`src/shared/cmrs_pkg.sv`:
```
package cmrs_pkg;
    // Register byte offsets
    localparam logic [7:0] CTRL_OFS = 8'h00;
    localparam logic [7:0] PLLCFG_OFS = 8'h04;
    localparam logic [7:0] STAT_OFS = 8'h08;
    localparam logic [7:0] SRC_OFS = 8'h0C;
    // Control fields
    localparam int CTRL_PLL_CLOCK_SELECT_BIT = 0;
    localparam int CTRL_OSCEN_BIT = 1;
    localparam int CTRL_OSC_MONITOR_RESET_ENABLE_BIT = 2;
    localparam int CTRL_LOCK_IRQ_ENABLE_BIT = 3;
    localparam int CTRL_OSC_STATUS_IRQ_ENABLE_BIT = 4;
    localparam int CTRL_AUXSTOP_BIT = 5;
    localparam int CTRL_WDSRC_LSB = 6;
    localparam int CTRL_WDPER_LSB = 8;
    localparam int CTRL_STOP_BIT = 11;
    localparam int CTRL_FSTOP_BIT = 12;
    // PLL config fields
    localparam int CFG_POST_LSB = 0;
    localparam int CFG_LOOP_LSB = 8;
    localparam int CFG_REF_LSB = 16;
    // Status flags
    localparam int STAT_LOCK_BIT = 0;
    localparam int STAT_OSCUP_BIT = 1;
    localparam int STAT_LOCKCHG_BIT = 2;
    localparam int STAT_OSCCHG_BIT = 3;
    // Reset values
    localparam logic [4:0] POST_DIV_RST = 5'h03;
    localparam logic [5:0] LOOP_MUL_RST = 6'h18;
    localparam logic [3:0] REF_DIV_RST = 4'h0;
    localparam logic [31:0] CTRL_RST = 32'h0000_0001;
    // Reset sequence lengths in PLL output cycles
    localparam int PIN_LOW_CYCLES = 512;
    localparam int SEQ_CYCLES = 768;
    // Reset source encodings
    localparam logic [2:0] SRC_POR = 3'h1;
    localparam logic [2:0] SRC_LVR = 3'h2;
    localparam logic [2:0] SRC_PIN = 3'h3;
    localparam logic [2:0] SRC_PLLMON = 3'h4;
    localparam logic [2:0] SRC_OSCMON = 3'h5;
    localparam logic [2:0] SRC_WDOG = 3'h6;
    // Clock configuration modes
    typedef enum logic [1:0] {
        CMRS_INT_REF_TYPE_PEI,
        CMRS_EXT_REF_TYPE_PEE,
        CMRS_BYPASS_TYPE_PBE
    } cmrs_mode_type;
endpackage

```
`src/rtl/cmrs_sequencer.sv`:
```
// The placing of the registers and the AHB-Lite interface to the registers were decided locally.
`timescale 1ns/100ps
module cmrs_sequencer #(
    parameter int PIN_LOW = cmrs_pkg::PIN_LOW_CYCLES,
    parameter int SEQ_LEN = cmrs_pkg::SEQ_CYCLES
) (
    input wire logic hclk,
    input wire logic hresetn,
    input wire logic hsel,
    input wire logic [31:0] haddr,
    input wire logic [1:0] htrans,
    input wire logic hwrite,
    input wire logic [2:0] hsize,
    input wire logic [31:0] hwdata,
    input wire logic hready,
    output logic [31:0] hrdata,
    output logic hreadyout,
    output logic hresp,
    input wire logic pll_tick,
    input wire logic pll_locked,
    input wire logic osc_good,
    input wire logic osc_freq_ok,
    input wire logic pll_freq_ok,
    input wire logic por_event,
    input wire logic lvr_event,
    input wire logic wdog_event,
    input wire logic reset_pin_in,
    output logic reset_pin_out,
    output logic reset_pin_oe,
    output logic sys_reset_n,
    output logic osc_enable,
    output logic pll_enable,
    output logic pll_clock_select,
    output logic use_osc_ref,
    output logic pll_at_reset_freq,
    output logic force_div4,
    output logic [4:0] post_divider,
    output logic [5:0] loop_multiplier,
    output logic [3:0] ref_divider,
    output logic [1:0] wdog_clock_sel,
    output logic lock_irq_enable,
    output logic osc_status_irq_enable,
    output logic aux_clock_stop_disable,
    output logic [1:0] clock_mode
);
    logic [31:0] ctrl_q;
    logic [4:0] post_q;
    logic [5:0] loop_q;
    logic [3:0] refd_q;
    logic lock_q, oscup_q, lockchg_q, oscchg_q;
    logic [2:0] src_q;
    logic [9:0] cnt_q;
    logic seq_q;
    logic wr_pend_q, rd_pend_q;
    logic [7:0] addr_q;
    logic full_stop, stop, osc_en, osc_monitor_reset_enable, mon_osc, mon_pll, trig, wr_en;
    logic [2:0] trig_src;
    cmrs_pkg::cmrs_mode_type mode;

    function automatic logic [31:0] field_upd(input logic [31:0] old_v, input logic [31:0] new_v,
            input logic [31:0] mask);
        field_upd = (old_v & ~mask) | (new_v & mask);
    endfunction

    assign full_stop = ctrl_q[cmrs_pkg::CTRL_FSTOP_BIT];
    assign stop = ctrl_q[cmrs_pkg::CTRL_STOP_BIT] | full_stop;
    assign osc_en = ctrl_q[cmrs_pkg::CTRL_OSCEN_BIT] & ~full_stop;
    assign osc_monitor_reset_enable = ctrl_q[cmrs_pkg::CTRL_OSC_MONITOR_RESET_ENABLE_BIT];
    assign pll_enable = ~full_stop;

    // Bus slave: one-cycle address phase, zero-wait data phase
    always_ff @(posedge hclk or negedge hresetn) begin
        if (!hresetn) begin
            wr_pend_q <= 1'b0;
            rd_pend_q <= 1'b0;
            addr_q <= 8'h00;
        end else if (hready) begin
            wr_pend_q <= hsel & htrans[1] & hwrite;
            rd_pend_q <= hsel & htrans[1] & ~hwrite;
            addr_q <= haddr[7:0];
        end
    end
    assign hreadyout = 1'b1;
    assign hresp = 1'b0;
    assign wr_en = wr_pend_q;

    // Control register, with hardware select override
    always_ff @(posedge hclk or negedge hresetn) begin
        if (!hresetn) begin
            ctrl_q <= cmrs_pkg::CTRL_RST;
        end else begin
            if (wr_en && addr_q == cmrs_pkg::CTRL_OFS) begin
                // Monitor enable frozen while oscillator runs
                ctrl_q <= field_upd(hwdata, ctrl_q,
                    osc_en ? (32'h1 << cmrs_pkg::CTRL_OSC_MONITOR_RESET_ENABLE_BIT) : 32'h0) & 32'h0000_1FFF;
            end
            if (oscup_q && !(osc_good && lock_q && pll_locked && osc_en)) begin
                ctrl_q[cmrs_pkg::CTRL_PLL_CLOCK_SELECT_BIT] <= 1'b1;
            end
        end
    end

    always_ff @(posedge hclk or negedge hresetn) begin
        if (!hresetn) begin
            post_q <= cmrs_pkg::POST_DIV_RST;
            loop_q <= cmrs_pkg::LOOP_MUL_RST;
            refd_q <= cmrs_pkg::REF_DIV_RST;
        end else if (wr_en && addr_q == cmrs_pkg::PLLCFG_OFS) begin
            post_q <= hwdata[cmrs_pkg::CFG_POST_LSB +: 5];
            loop_q <= hwdata[cmrs_pkg::CFG_LOOP_LSB +: 6];
            refd_q <= hwdata[cmrs_pkg::CFG_REF_LSB +: 4];
        end
    end

    // Status flags; change flags set wins over clear-by-one
    always_ff @(posedge hclk or negedge hresetn) begin
        if (!hresetn) begin
            lock_q <= 1'b0;
            oscup_q <= 1'b0;
            lockchg_q <= 1'b0;
            oscchg_q <= 1'b0;
        end else begin
            logic nlock, nosc;
            nlock = pll_locked & pll_enable;
            nosc = osc_good & osc_en & nlock;
            lock_q <= nlock;
            oscup_q <= nosc;
            if (nlock != lock_q) begin
                lockchg_q <= 1'b1;
            end else if (wr_en && addr_q == cmrs_pkg::STAT_OFS
                    && hwdata[cmrs_pkg::STAT_LOCKCHG_BIT]) begin
                lockchg_q <= 1'b0;
            end
            if (nosc != oscup_q) begin
                oscchg_q <= 1'b1;
            end else if (wr_en && addr_q == cmrs_pkg::STAT_OFS
                    && hwdata[cmrs_pkg::STAT_OSCCHG_BIT]) begin
                oscchg_q <= 1'b0;
            end
        end
    end

    assign mon_osc = osc_en & osc_monitor_reset_enable & ~(osc_good & osc_freq_ok);
    // PLL monitor, ungated except full stop
    assign mon_pll = pll_enable & ~pll_freq_ok;

    always_comb begin
        trig_src = 3'h0;
        if (por_event) begin
            trig_src = cmrs_pkg::SRC_POR;
        end else if (lvr_event) begin
            trig_src = cmrs_pkg::SRC_LVR;
        end else if (!reset_pin_in && !reset_pin_oe) begin
            trig_src = cmrs_pkg::SRC_PIN;
        end else if (mon_pll) begin
            trig_src = cmrs_pkg::SRC_PLLMON;
        end else if (mon_osc) begin
            trig_src = cmrs_pkg::SRC_OSCMON;
        end else if (wdog_event && ctrl_q[cmrs_pkg::CTRL_WDPER_LSB +: 3] != 3'h0) begin
            trig_src = cmrs_pkg::SRC_WDOG;
        end
    end
    assign trig = (trig_src != 3'h0) && !seq_q;

    always_ff @(posedge hclk or negedge hresetn) begin
        if (!hresetn) begin
            seq_q <= 1'b0;
            cnt_q <= 10'h000;
            src_q <= 3'h0;
        end else if (trig) begin
            seq_q <= 1'b1;
            cnt_q <= 10'h000;
            src_q <= trig_src;
        end else if (seq_q) begin
            if (cnt_q < 10'(SEQ_LEN)) begin
                cnt_q <= cnt_q + {9'h000, pll_tick};
            end else if (reset_pin_in) begin
                seq_q <= 1'b0;
            end
        end
    end

    assign reset_pin_out = 1'b0;
    // Drive pin low first 512 cycles
    assign reset_pin_oe = seq_q && cnt_q < 10'(PIN_LOW);
    assign sys_reset_n = ~seq_q;
    assign pll_at_reset_freq = seq_q;
    assign force_div4 = ~lock_q | (osc_en & ~oscup_q);
    assign post_divider = post_q;
    assign loop_multiplier = loop_q;
    assign ref_divider = refd_q;
    assign pll_clock_select = ctrl_q[cmrs_pkg::CTRL_PLL_CLOCK_SELECT_BIT];
    assign use_osc_ref = osc_en;
    assign osc_enable = osc_en;
    // Watchdog source, oscillator only with it on
    assign wdog_clock_sel = (!osc_en && ctrl_q[cmrs_pkg::CTRL_WDSRC_LSB +: 2] == 2'h2) ? 2'h0
        : ctrl_q[cmrs_pkg::CTRL_WDSRC_LSB +: 2];
    assign lock_irq_enable = ctrl_q[cmrs_pkg::CTRL_LOCK_IRQ_ENABLE_BIT];
    assign osc_status_irq_enable = ctrl_q[cmrs_pkg::CTRL_OSC_STATUS_IRQ_ENABLE_BIT];
    assign aux_clock_stop_disable = ctrl_q[cmrs_pkg::CTRL_AUXSTOP_BIT] & stop;

    always_comb begin
        if (!osc_en) begin
            mode = cmrs_pkg::CMRS_INT_REF_TYPE_PEI;
        end else if (pll_clock_select) begin
            mode = cmrs_pkg::CMRS_EXT_REF_TYPE_PEE;
        end else begin
            mode = cmrs_pkg::CMRS_BYPASS_TYPE_PBE;
        end
    end
    assign clock_mode = mode;

    // Read data
    always_ff @(posedge hclk or negedge hresetn) begin
        if (!hresetn) begin
            hrdata <= 32'h0000_0000;
        end else if (hready && hsel && htrans[1] && !hwrite) begin
            case (haddr[7:0])
                cmrs_pkg::CTRL_OFS: hrdata <= ctrl_q;
                cmrs_pkg::PLLCFG_OFS: hrdata <= {12'h000, refd_q, 2'h0, loop_q, 3'h0, post_q};
                cmrs_pkg::STAT_OFS: hrdata <= {28'h0000000, oscchg_q, lockchg_q, oscup_q, lock_q};
                cmrs_pkg::SRC_OFS: hrdata <= {29'h00000000, src_q};
                default: hrdata <= 32'h0000_0000;
            endcase
        end
    end

    // Checks
    // Pin drive ends at count limit
    pin_release_a: assert property (@(posedge hclk) disable iff (!hresetn)
        seq_q && cnt_q >= 10'(PIN_LOW) |-> !reset_pin_oe) else $error("pin still driven");
    pin_drive_a: assert property (@(posedge hclk) disable iff (!hresetn)
        trig |=> reset_pin_oe) else $error("pin not driven");
    seq_hold_a: assert property (@(posedge hclk) disable iff (!hresetn)
        seq_q && cnt_q < 10'(SEQ_LEN) |=> !sys_reset_n) else $error("reset released early");
    pin_extend_a: assert property (@(posedge hclk) disable iff (!hresetn)
        seq_q && !reset_pin_in |=> seq_q) else $error("reset released with pin low");
    lock_osc_a: assert property (@(posedge hclk) disable iff (!hresetn)
        !lock_q |-> !oscup_q) else $error("osc up without lock");
    div_four_a: assert property (@(posedge hclk) disable iff (!hresetn)
        osc_en && !oscup_q |-> force_div4) else $error("no div4");
    sel_force_a: assert property (@(posedge hclk) disable iff (!hresetn)
        $fell(oscup_q) |=> pll_clock_select) else $error("select not forced");
    fstop_off_a: assert property (@(posedge hclk) disable iff (!hresetn)
        full_stop |-> !osc_enable && !pll_enable) else $error("full stop not off");
    rst_freq_a: assert property (@(posedge hclk) disable iff (!hresetn)
        !sys_reset_n |-> pll_at_reset_freq) else $error("reset freq missing");
    // Mode, monitor and sequence checks
    pin_hold_a: assert property (@(posedge hclk) disable iff (!hresetn)
        seq_q && cnt_q < 10'(PIN_LOW) |-> reset_pin_oe)
        else $error("pin not held low");

    cnt_bound_a: assert property (@(posedge hclk) disable iff (!hresetn)
        cnt_q <= 10'(SEQ_LEN))
        else $error("count past end");

    sys_seq_a: assert property (@(posedge hclk) disable iff (!hresetn)
        sys_reset_n == !seq_q)
        else $error("reset not tied to sequence");

    pin_level_a: assert property (@(posedge hclk) disable iff (!hresetn)
        reset_pin_out == 1'b0)
        else $error("pin driven high");

    src_record_a: assert property (@(posedge hclk) disable iff (!hresetn)
        trig |=> src_q == $past(trig_src))
        else $error("source not recorded");

    osc_gate_a: assert property (@(posedge hclk) disable iff (!hresetn)
        mon_osc |-> osc_en && osc_monitor_reset_enable)
        else $error("osc monitor ungated");

    wdog_gate_a: assert property (@(posedge hclk) disable iff (!hresetn)
        trig_src == cmrs_pkg::SRC_WDOG |-> ctrl_q[cmrs_pkg::CTRL_WDPER_LSB +: 3] != 3'h0)
        else $error("watchdog ungated");

    osc_monitor_reset_enable_frozen_a: assert property (@(posedge hclk) disable iff (!hresetn)
        osc_en |=> $stable(osc_monitor_reset_enable))
        else $error("monitor enable changed");

    osc_mon_a: assert property (@(posedge hclk) disable iff (!hresetn)
        mon_osc && !seq_q |=> seq_q)
        else $error("osc monitor ignored");

    pll_mon_a: assert property (@(posedge hclk) disable iff (!hresetn)
        mon_pll && !seq_q |=> seq_q)
        else $error("pll monitor ignored");

    fstop_mon_a: assert property (@(posedge hclk) disable iff (!hresetn)
        full_stop |-> !mon_osc && !mon_pll)
        else $error("monitor active in full stop");

    pll_run_a: assert property (@(posedge hclk) disable iff (!hresetn)
        !full_stop |-> pll_enable)
        else $error("pll off outside full stop");

    int_mode_a: assert property (@(posedge hclk) disable iff (!hresetn)
        !osc_en |-> clock_mode == 2'h0 && !use_osc_ref)
        else $error("not internal mode");

    ext_ref_a: assert property (@(posedge hclk) disable iff (!hresetn)
        osc_en |-> use_osc_ref)
        else $error("oscillator reference missing");

    lock_div_a: assert property (@(posedge hclk) disable iff (!hresetn)
        !lock_q |-> force_div4)
        else $error("no div4 unlocked");

    wdog_src_a: assert property (@(posedge hclk) disable iff (!hresetn)
        !osc_en |-> wdog_clock_sel != 2'h2)
        else $error("osc watchdog clock while off");

    aux_stop_a: assert property (@(posedge hclk) disable iff (!hresetn)
        aux_clock_stop_disable |-> stop)
        else $error("aux stop outside stop");

    cov_hold_c: cover property (@(posedge hclk) disable iff (!hresetn)
        seq_q && cnt_q == 10'(SEQ_LEN) && !reset_pin_in);
    cov_oscmon_c: cover property (@(posedge hclk) disable iff (!hresetn) trig && mon_osc);
    cov_seq_c: cover property (@(posedge hclk) disable iff (!hresetn) $rose(seq_q));
    cov_bypass_c: cover property (@(posedge hclk) disable iff (!hresetn)
        clock_mode == 2'(cmrs_pkg::CMRS_BYPASS_TYPE_PBE));
    cov_fall_c: cover property (@(posedge hclk) disable iff (!hresetn) $fell(oscup_q));
endmodule

```
`config.mk`:
```
export PLATFORM = sky130hd
export DESIGN_NAME = cmrs_sequencer
export DESIGN_NICKNAME = d
export VERILOG_FILES = /design/src/shared/cmrs_pkg.sv /design/src/rtl/cmrs_sequencer.sv
export SDC_FILE = /design/constraint.sdc
export NUM_CORES = 1
export LEC_CHECK = 0
export ABC_AREA = 1
export BUFFER_PORTS_ARGS = -buffer_cell sky130_fd_sc_hd__buf_2
export CORE_ASPECT_RATIO = 0.6
export CORE_UTILIZATION = 53
export CTS_BUF_LIST = sky130_fd_sc_hd__clkbuf_8
export CTS_CLUSTER_DIAMETER = 40
export DETAILED_ROUTE_END_ITERATION = 8
export PLACE_DENSITY_LB_ADDON = 0.1
export SLEW_MARGIN = 15
export SYNTH_ARGS = -nofsm -noshare
export SYNTH_HDL_FRONTEND = slang
export SYNTH_SLANG_ARGS = --single-unit
```
`constraint.sdc`:
```
create_clock -name hclk -period 3.5 [get_ports hclk]
set_clock_uncertainty 0.05 [all_clocks]
set_input_delay 1.05 -clock hclk [delete_from_list [all_inputs] [get_ports hclk]]
set_output_delay 1.05 -clock hclk [all_outputs]
set_load 0.05 [all_outputs]
```
* Word level (Yosys, flattened, before mapping)
Cells that the tools add are included. W data, S select, Z words.
Storage, ports and cells: flip-flop bits (word level) 87, output and inout port bits 65
Operators by class: add/subtract/negate cells 1, $lt $le $gt $ge 2, eq/ne operators 8, mux-type cells 24, bitwise logic cells 24, reduce and logical (&&, ||, !) cells 33
Operators by type and width (count):
- $pmux W20 S4 | 1
- $mux W10 | 3
- $eq A8 B4 Y1 const B | 3
- $mux W3 | 7
- $lt A10 B10 Y1 const B | 2
- $logic_and A1 B1 Y1 | 17
- $eq A8 B3 Y1 const B | 2
- $logic_not A8 Y1 | 2
- $and A13 B13 Y13 | 1
- $and A13 B3 Y13 | 1
- $not A3 Y13 | 1
- $or A13 B13 Y13 | 1
- $and A1 B1 Y1 | 12
- $add A10 B1 Y10 | 1
- $mux W1 | 10
- $reduce_bool A2 Y1 | 5
- $logic_not A1 Y1 | 6
- $mux W2 | 3
- $not A1 Y1 | 6
- $reduce_bool A3 Y1 | 2
- $eq A2 B2 Y1 const B | 1
- $ne A1 B1 Y1 | 2
- $or A1 B1 Y1 | 2
- $reduce_and A2 Y1 | 1

* Longest topological paths before layout
depth after elaboration 13, mapped depth 12, gate-level depth less buffers 12

* Worst setup path before layout
Ideal clock, no wire load.
path type register to output, start point reg ctrl_q[12], end point out force_div4, arrival time 2049 ps, required time 2400 ps, slack 351 ps, stages on the path, launching flop included 4, path buffers 0, path through dfrtp_1 -> nor2_4 -> inv_1 -> o21ai_0
Between the ends: longest elaborated chain between the ends 4
RTL lines:
- start, declared | RTL line cmrs_sequencer.sv:46 | logic [31:0] ctrl_q;
- start signal, assigned | RTL line cmrs_sequencer.sv:90 | ctrl_q <= cmrs_pkg::CTRL_RST;
- start signal, assigned | RTL line cmrs_sequencer.sv:94 | ctrl_q <= field_upd(hwdata, ctrl_q,
- $not A1 Y1 | RTL line cmrs_sequencer.sv:67 | assign osc_en = ctrl_q[cmrs_pkg::CTRL_OSCEN_BIT] & ~full_stop;
- $and A1 B1 Y1 | RTL line cmrs_sequencer.sv:67
- net osc_enable | RTL line cmrs_sequencer.sv:31 | output logic osc_enable,
- $and A1 B1 Y1 | RTL line cmrs_sequencer.sv:188 | assign force_div4 = ~lock_q | (osc_en & ~oscup_q);
- $or A1 B1 Y1 | RTL line cmrs_sequencer.sv:188
- end, declared | RTL line cmrs_sequencer.sv:36 | output logic force_div4,
The timed path passes the listed nets, and every way through them passes these cells.

* Worst setup path in the final report
start point reg ctrl_q[12], end point out force_div4
Between the ends: longest elaborated chain between the ends 4
RTL lines (RTL line):
- $not A1 Y1 | cmrs_sequencer.sv:67
- $and A1 B1 Y1 | cmrs_sequencer.sv:67
- $and A1 B1 Y1 | cmrs_sequencer.sv:188
- $or A1 B1 Y1 | cmrs_sequencer.sv:188
No other way between the ends.

==> impl_metrics.py <==
metrics = {
    "placed_design": {
        "numPlacedInstances": 577,
        "place_hpwl_mm": 5.768,
        "gp_congestion": 0.8379,
        "dp_slack_ns": 0.7245,
        "numPortBuffers": 88,
        "dpl_cell_area_um2": 3970,
    },
    "global_route": {
        "antenna_found_initial": 0,
        "grt.overflow.total": 0,
        "use_met1": 0.3654,
        "grt_first_pass_wirelength_mm": 12.89,
        "top_usage_layer": "met1",
        "grt_usage": 0.2469,
        "grt_max_degree": 31,
        "grt_pass1_vias": 2622,
        "gr-usage-met2": 0.3468,
        "grt.met3_usage": 0.07044,
    },
    "worst_setup_path": {
        "cp.arrival_ns": 1.64,
        "reg2reg_depth": 9,
        "worst-path-buf-inv": 2,
        "critPathTopFamily": "flip-flops",
        "path_class": "reg -> out",
        "setup.worst_path.start": "ctrl_q[12]$_DFFE_PN0P_",
        "crit_path_end_kind": "primary output",
        "path_depth": 4,
        "worst-r2r-setup-slack_ns": 1.94,
        "worst_r2r_startpoint": "ctrl_q[12]$_DFFE_PN0P_",
        "start_kind": "register",
        "r2r_end": "cnt_q[9]$_DFFE_PN0P_",
        "cp_slowest_cell": "dfrtp_1",
        "crit_fanout": 6,
        "cpPeakStageDelay_ns": 0.48,
        "required_ns": 2.40,
        "path_cells": "nor2_4 > inv_1 > o21ai_0 > buf_2",
    },
    "cts": {
        "cts_made_buffers": 9,
        "cts_tree": "yes",
        "h-tree-depth": 3,
        "clock_sinks": 73,
        "ctsResizeCount": 0,
        "cts-root-buf": "clkbuf_8",
        "clock_path_buffers": 2,
        "worstSkewPairLatency_ns": 0.35,
        "cts_setup_buffers": 0,
        "postCtsHoldBufs": 0,
        "clk_pin_slew_worst_paths_ns": 0.08,
    },
    "yosys": {
        "synth-seq-cells": 73,
        "synth_cells": 416,
        "yosys_warnings": 0,
        "synth_area_um2": 3535,
        "seq_area_frac_synth": 0.5186,
        "synth_edf_count": 0,
        "synthTopCellsByCount": "91 x nand2_1, 68 x dfrtp_1, 57 x o21ai_0",
        "synthTopCellsByArea": "dfrtp_1 48%, nand2_1 9.7%, o21ai_0 8.1%",
        "synth_ff_type": "dfrtp_1",
        "synth.distinct_cells": 35,
        "yosysTopAreaCell": "dfrtp_1",
        "synth.most_common_cell": "nand2_1",
        "ys_async_sr_fraction": 1.000,
        "syn_area_per_cell_um2": 8.497,
        "synth_top_area_share": 0.4814,
    },
    "timing": {
        "whs_ns": 0.4299,
        "worstMarginPinSlew_ns": 0.7745,
        "layout_setup_ws_ns": 0.7606,
        "hold_violations": 0,
        "max_clock_freq_ghz": 0.3650,
        "relSlewSlack": 0.4809,
        "fin_tns_setup_ns": 0,
        "fin_crit_ns": 2.739,
        "finalCritPeriodShare": 0.7827,
        "setup_violations": 0,
        "rsz0062_at_grt": "no",
        "slew_violations": 0,
    },
    "finish": {
        "final_util": 0.6764,
        "antenna_cells": 0,
        "final_nets": 589,
        "drive_gt1_frac": 0.2633,
        "final_cells": 593,
        "final_cell_area_um2": 4245,
        "synthToLayoutAreaGrowth_pct": 20.11,
    },
    "pwr": {
        "p_switching_uw": 778.2,
        "internal-power_mw": 1.667,
        "pwr-share-comb": 0.213,
        "power.total_mw": 2.445,
        "powerDensity_nw_per_um2": 576.0,
        "pwr-share-clk": 0.364,
        "pwr-share-seq": 0.423,
        "peakVddDrop_mv": 0.2488,
        "power_leakage_nw": 2.352,
        "swShare": 0.3182,
    },
    "run": {
        "cap_violations": 0,
    },
    "die": {
        "rows": 22,
        "initial_core_util": 0.5632,
        "pin_count": 148,
        "die-area_um2": 7010,
        "die_w_um": 107.4,
        "die_h_um": 65.26,
        "core_area_um2": 6276,
    },
    "routing": {
        "drc": 0,
        "wire_per_inst_um": 12.98,
        "finalWirelength_mm": 7.697,
        "via_per_inst": 4.987,
        "final_antenna_net_count": 0,
        "vias": 2957,
        "first_iter_violations": 177,
        "drt-pass1-iter-count": 5,
    },
    "hold_path": {
        "min_to": "hrdata[8]$_DFFE_PN0P_",
        "hp-class": "reg -> reg",
        "holdPathStages": 1,
        "worstHoldStart": "hrdata[8]$_DFFE_PN0P_",
    },
    "status": {
        "status": "finished, final reports clean",
    },
}
final cells by class:
cell class / count / area [um2]
Fill cell: 553 / 2031
Tap cell: 84 / 105.1
Timing Repair Buffer: 91 / 462.9
Sequential cell: 73 / 1833
Clock buffer: 10 / 137.6
Inverter: 59 / 224.0
Clock inverter: 6 / 137.6
Multi-Input combinational cell: 270 / 1345
how the worst max path moves through the flow:
stage	to	slack, ns
5_1_grt	force_div4	0.67
3_3_place_gp	hrdata[18]$_DFFE_PN0P_	0.81
2_1_floorplan	force_div4	0.35
4_1_cts	force_div4	0.75
3_5_place_dp	hrdata[13]$_DFFE_PN0P_	0.72
6_report	force_div4	0.76
metal layers:
metal / routed length [um] / part of all wire / vias up
met5: 0 / 0 / -
met4: 99 / 0.013 / 0
met3: 650 / 0.084 / 13
met2: 3104 / 0.40 / 115
met1: 3843 / 0.50 / 1367
li1: - / - / 1462
power groups by stage:
stage | Sequential, mW | Clock, mW | Combinational [mW]
detailed placement | 1.05 | 0 | 0.523
CTS | 1.03 | 0.900 | 0.524
finish | 1.03 | 0.891 | 0.521
global route | 1.05 | 0.937 | 0.580
floorplan | 1.13 | 0 | 0.323
global placement | 1.05 | 0 | 0.515
kinds of logic after synthesis:
logic type	share of synthesized area
flip-flops	0.5186
adder cells (fa/ha/maj)	0.007079
other	0.002125
XOR/XNOR	0.01239
AND/OR/NAND/NOR	0.2251
AO/OA/AOI/OAI	0.1179
buffers and inverters	0.1168
layout by cell type, fill, tap and decap left out, types with 5 or more instances in the layout:
| master | Yosys | final |
|---|---|---|
| a21oi_1 | 11 | 11 |
| buf_2 | 7 | 88 |
| clkbuf_8 | 0 | 10 |
| conb_1 | 2 | 17 |
| dfrtp_1 | 68 | 68 |
| dfstp_2 | 5 | 5 |
| inv_1 | 56 | 56 |
| nand2_1 | 91 | 91 |
| nand3_1 | 26 | 26 |
| nor2_1 | 26 | 26 |
| o21ai_0 | 57 | 57 |
state kept, by name, indices dropped and copies added (netlist names), 3 cells and up, named ones only:
register / flops
hrdata: 18
ctrl_q: 12
cnt_q: 10
addr_q: 8
loop_multiplier: 6
post_divider: 5
ref_divider: 4
src_q: 3
(Power assumes the default switching activity.)
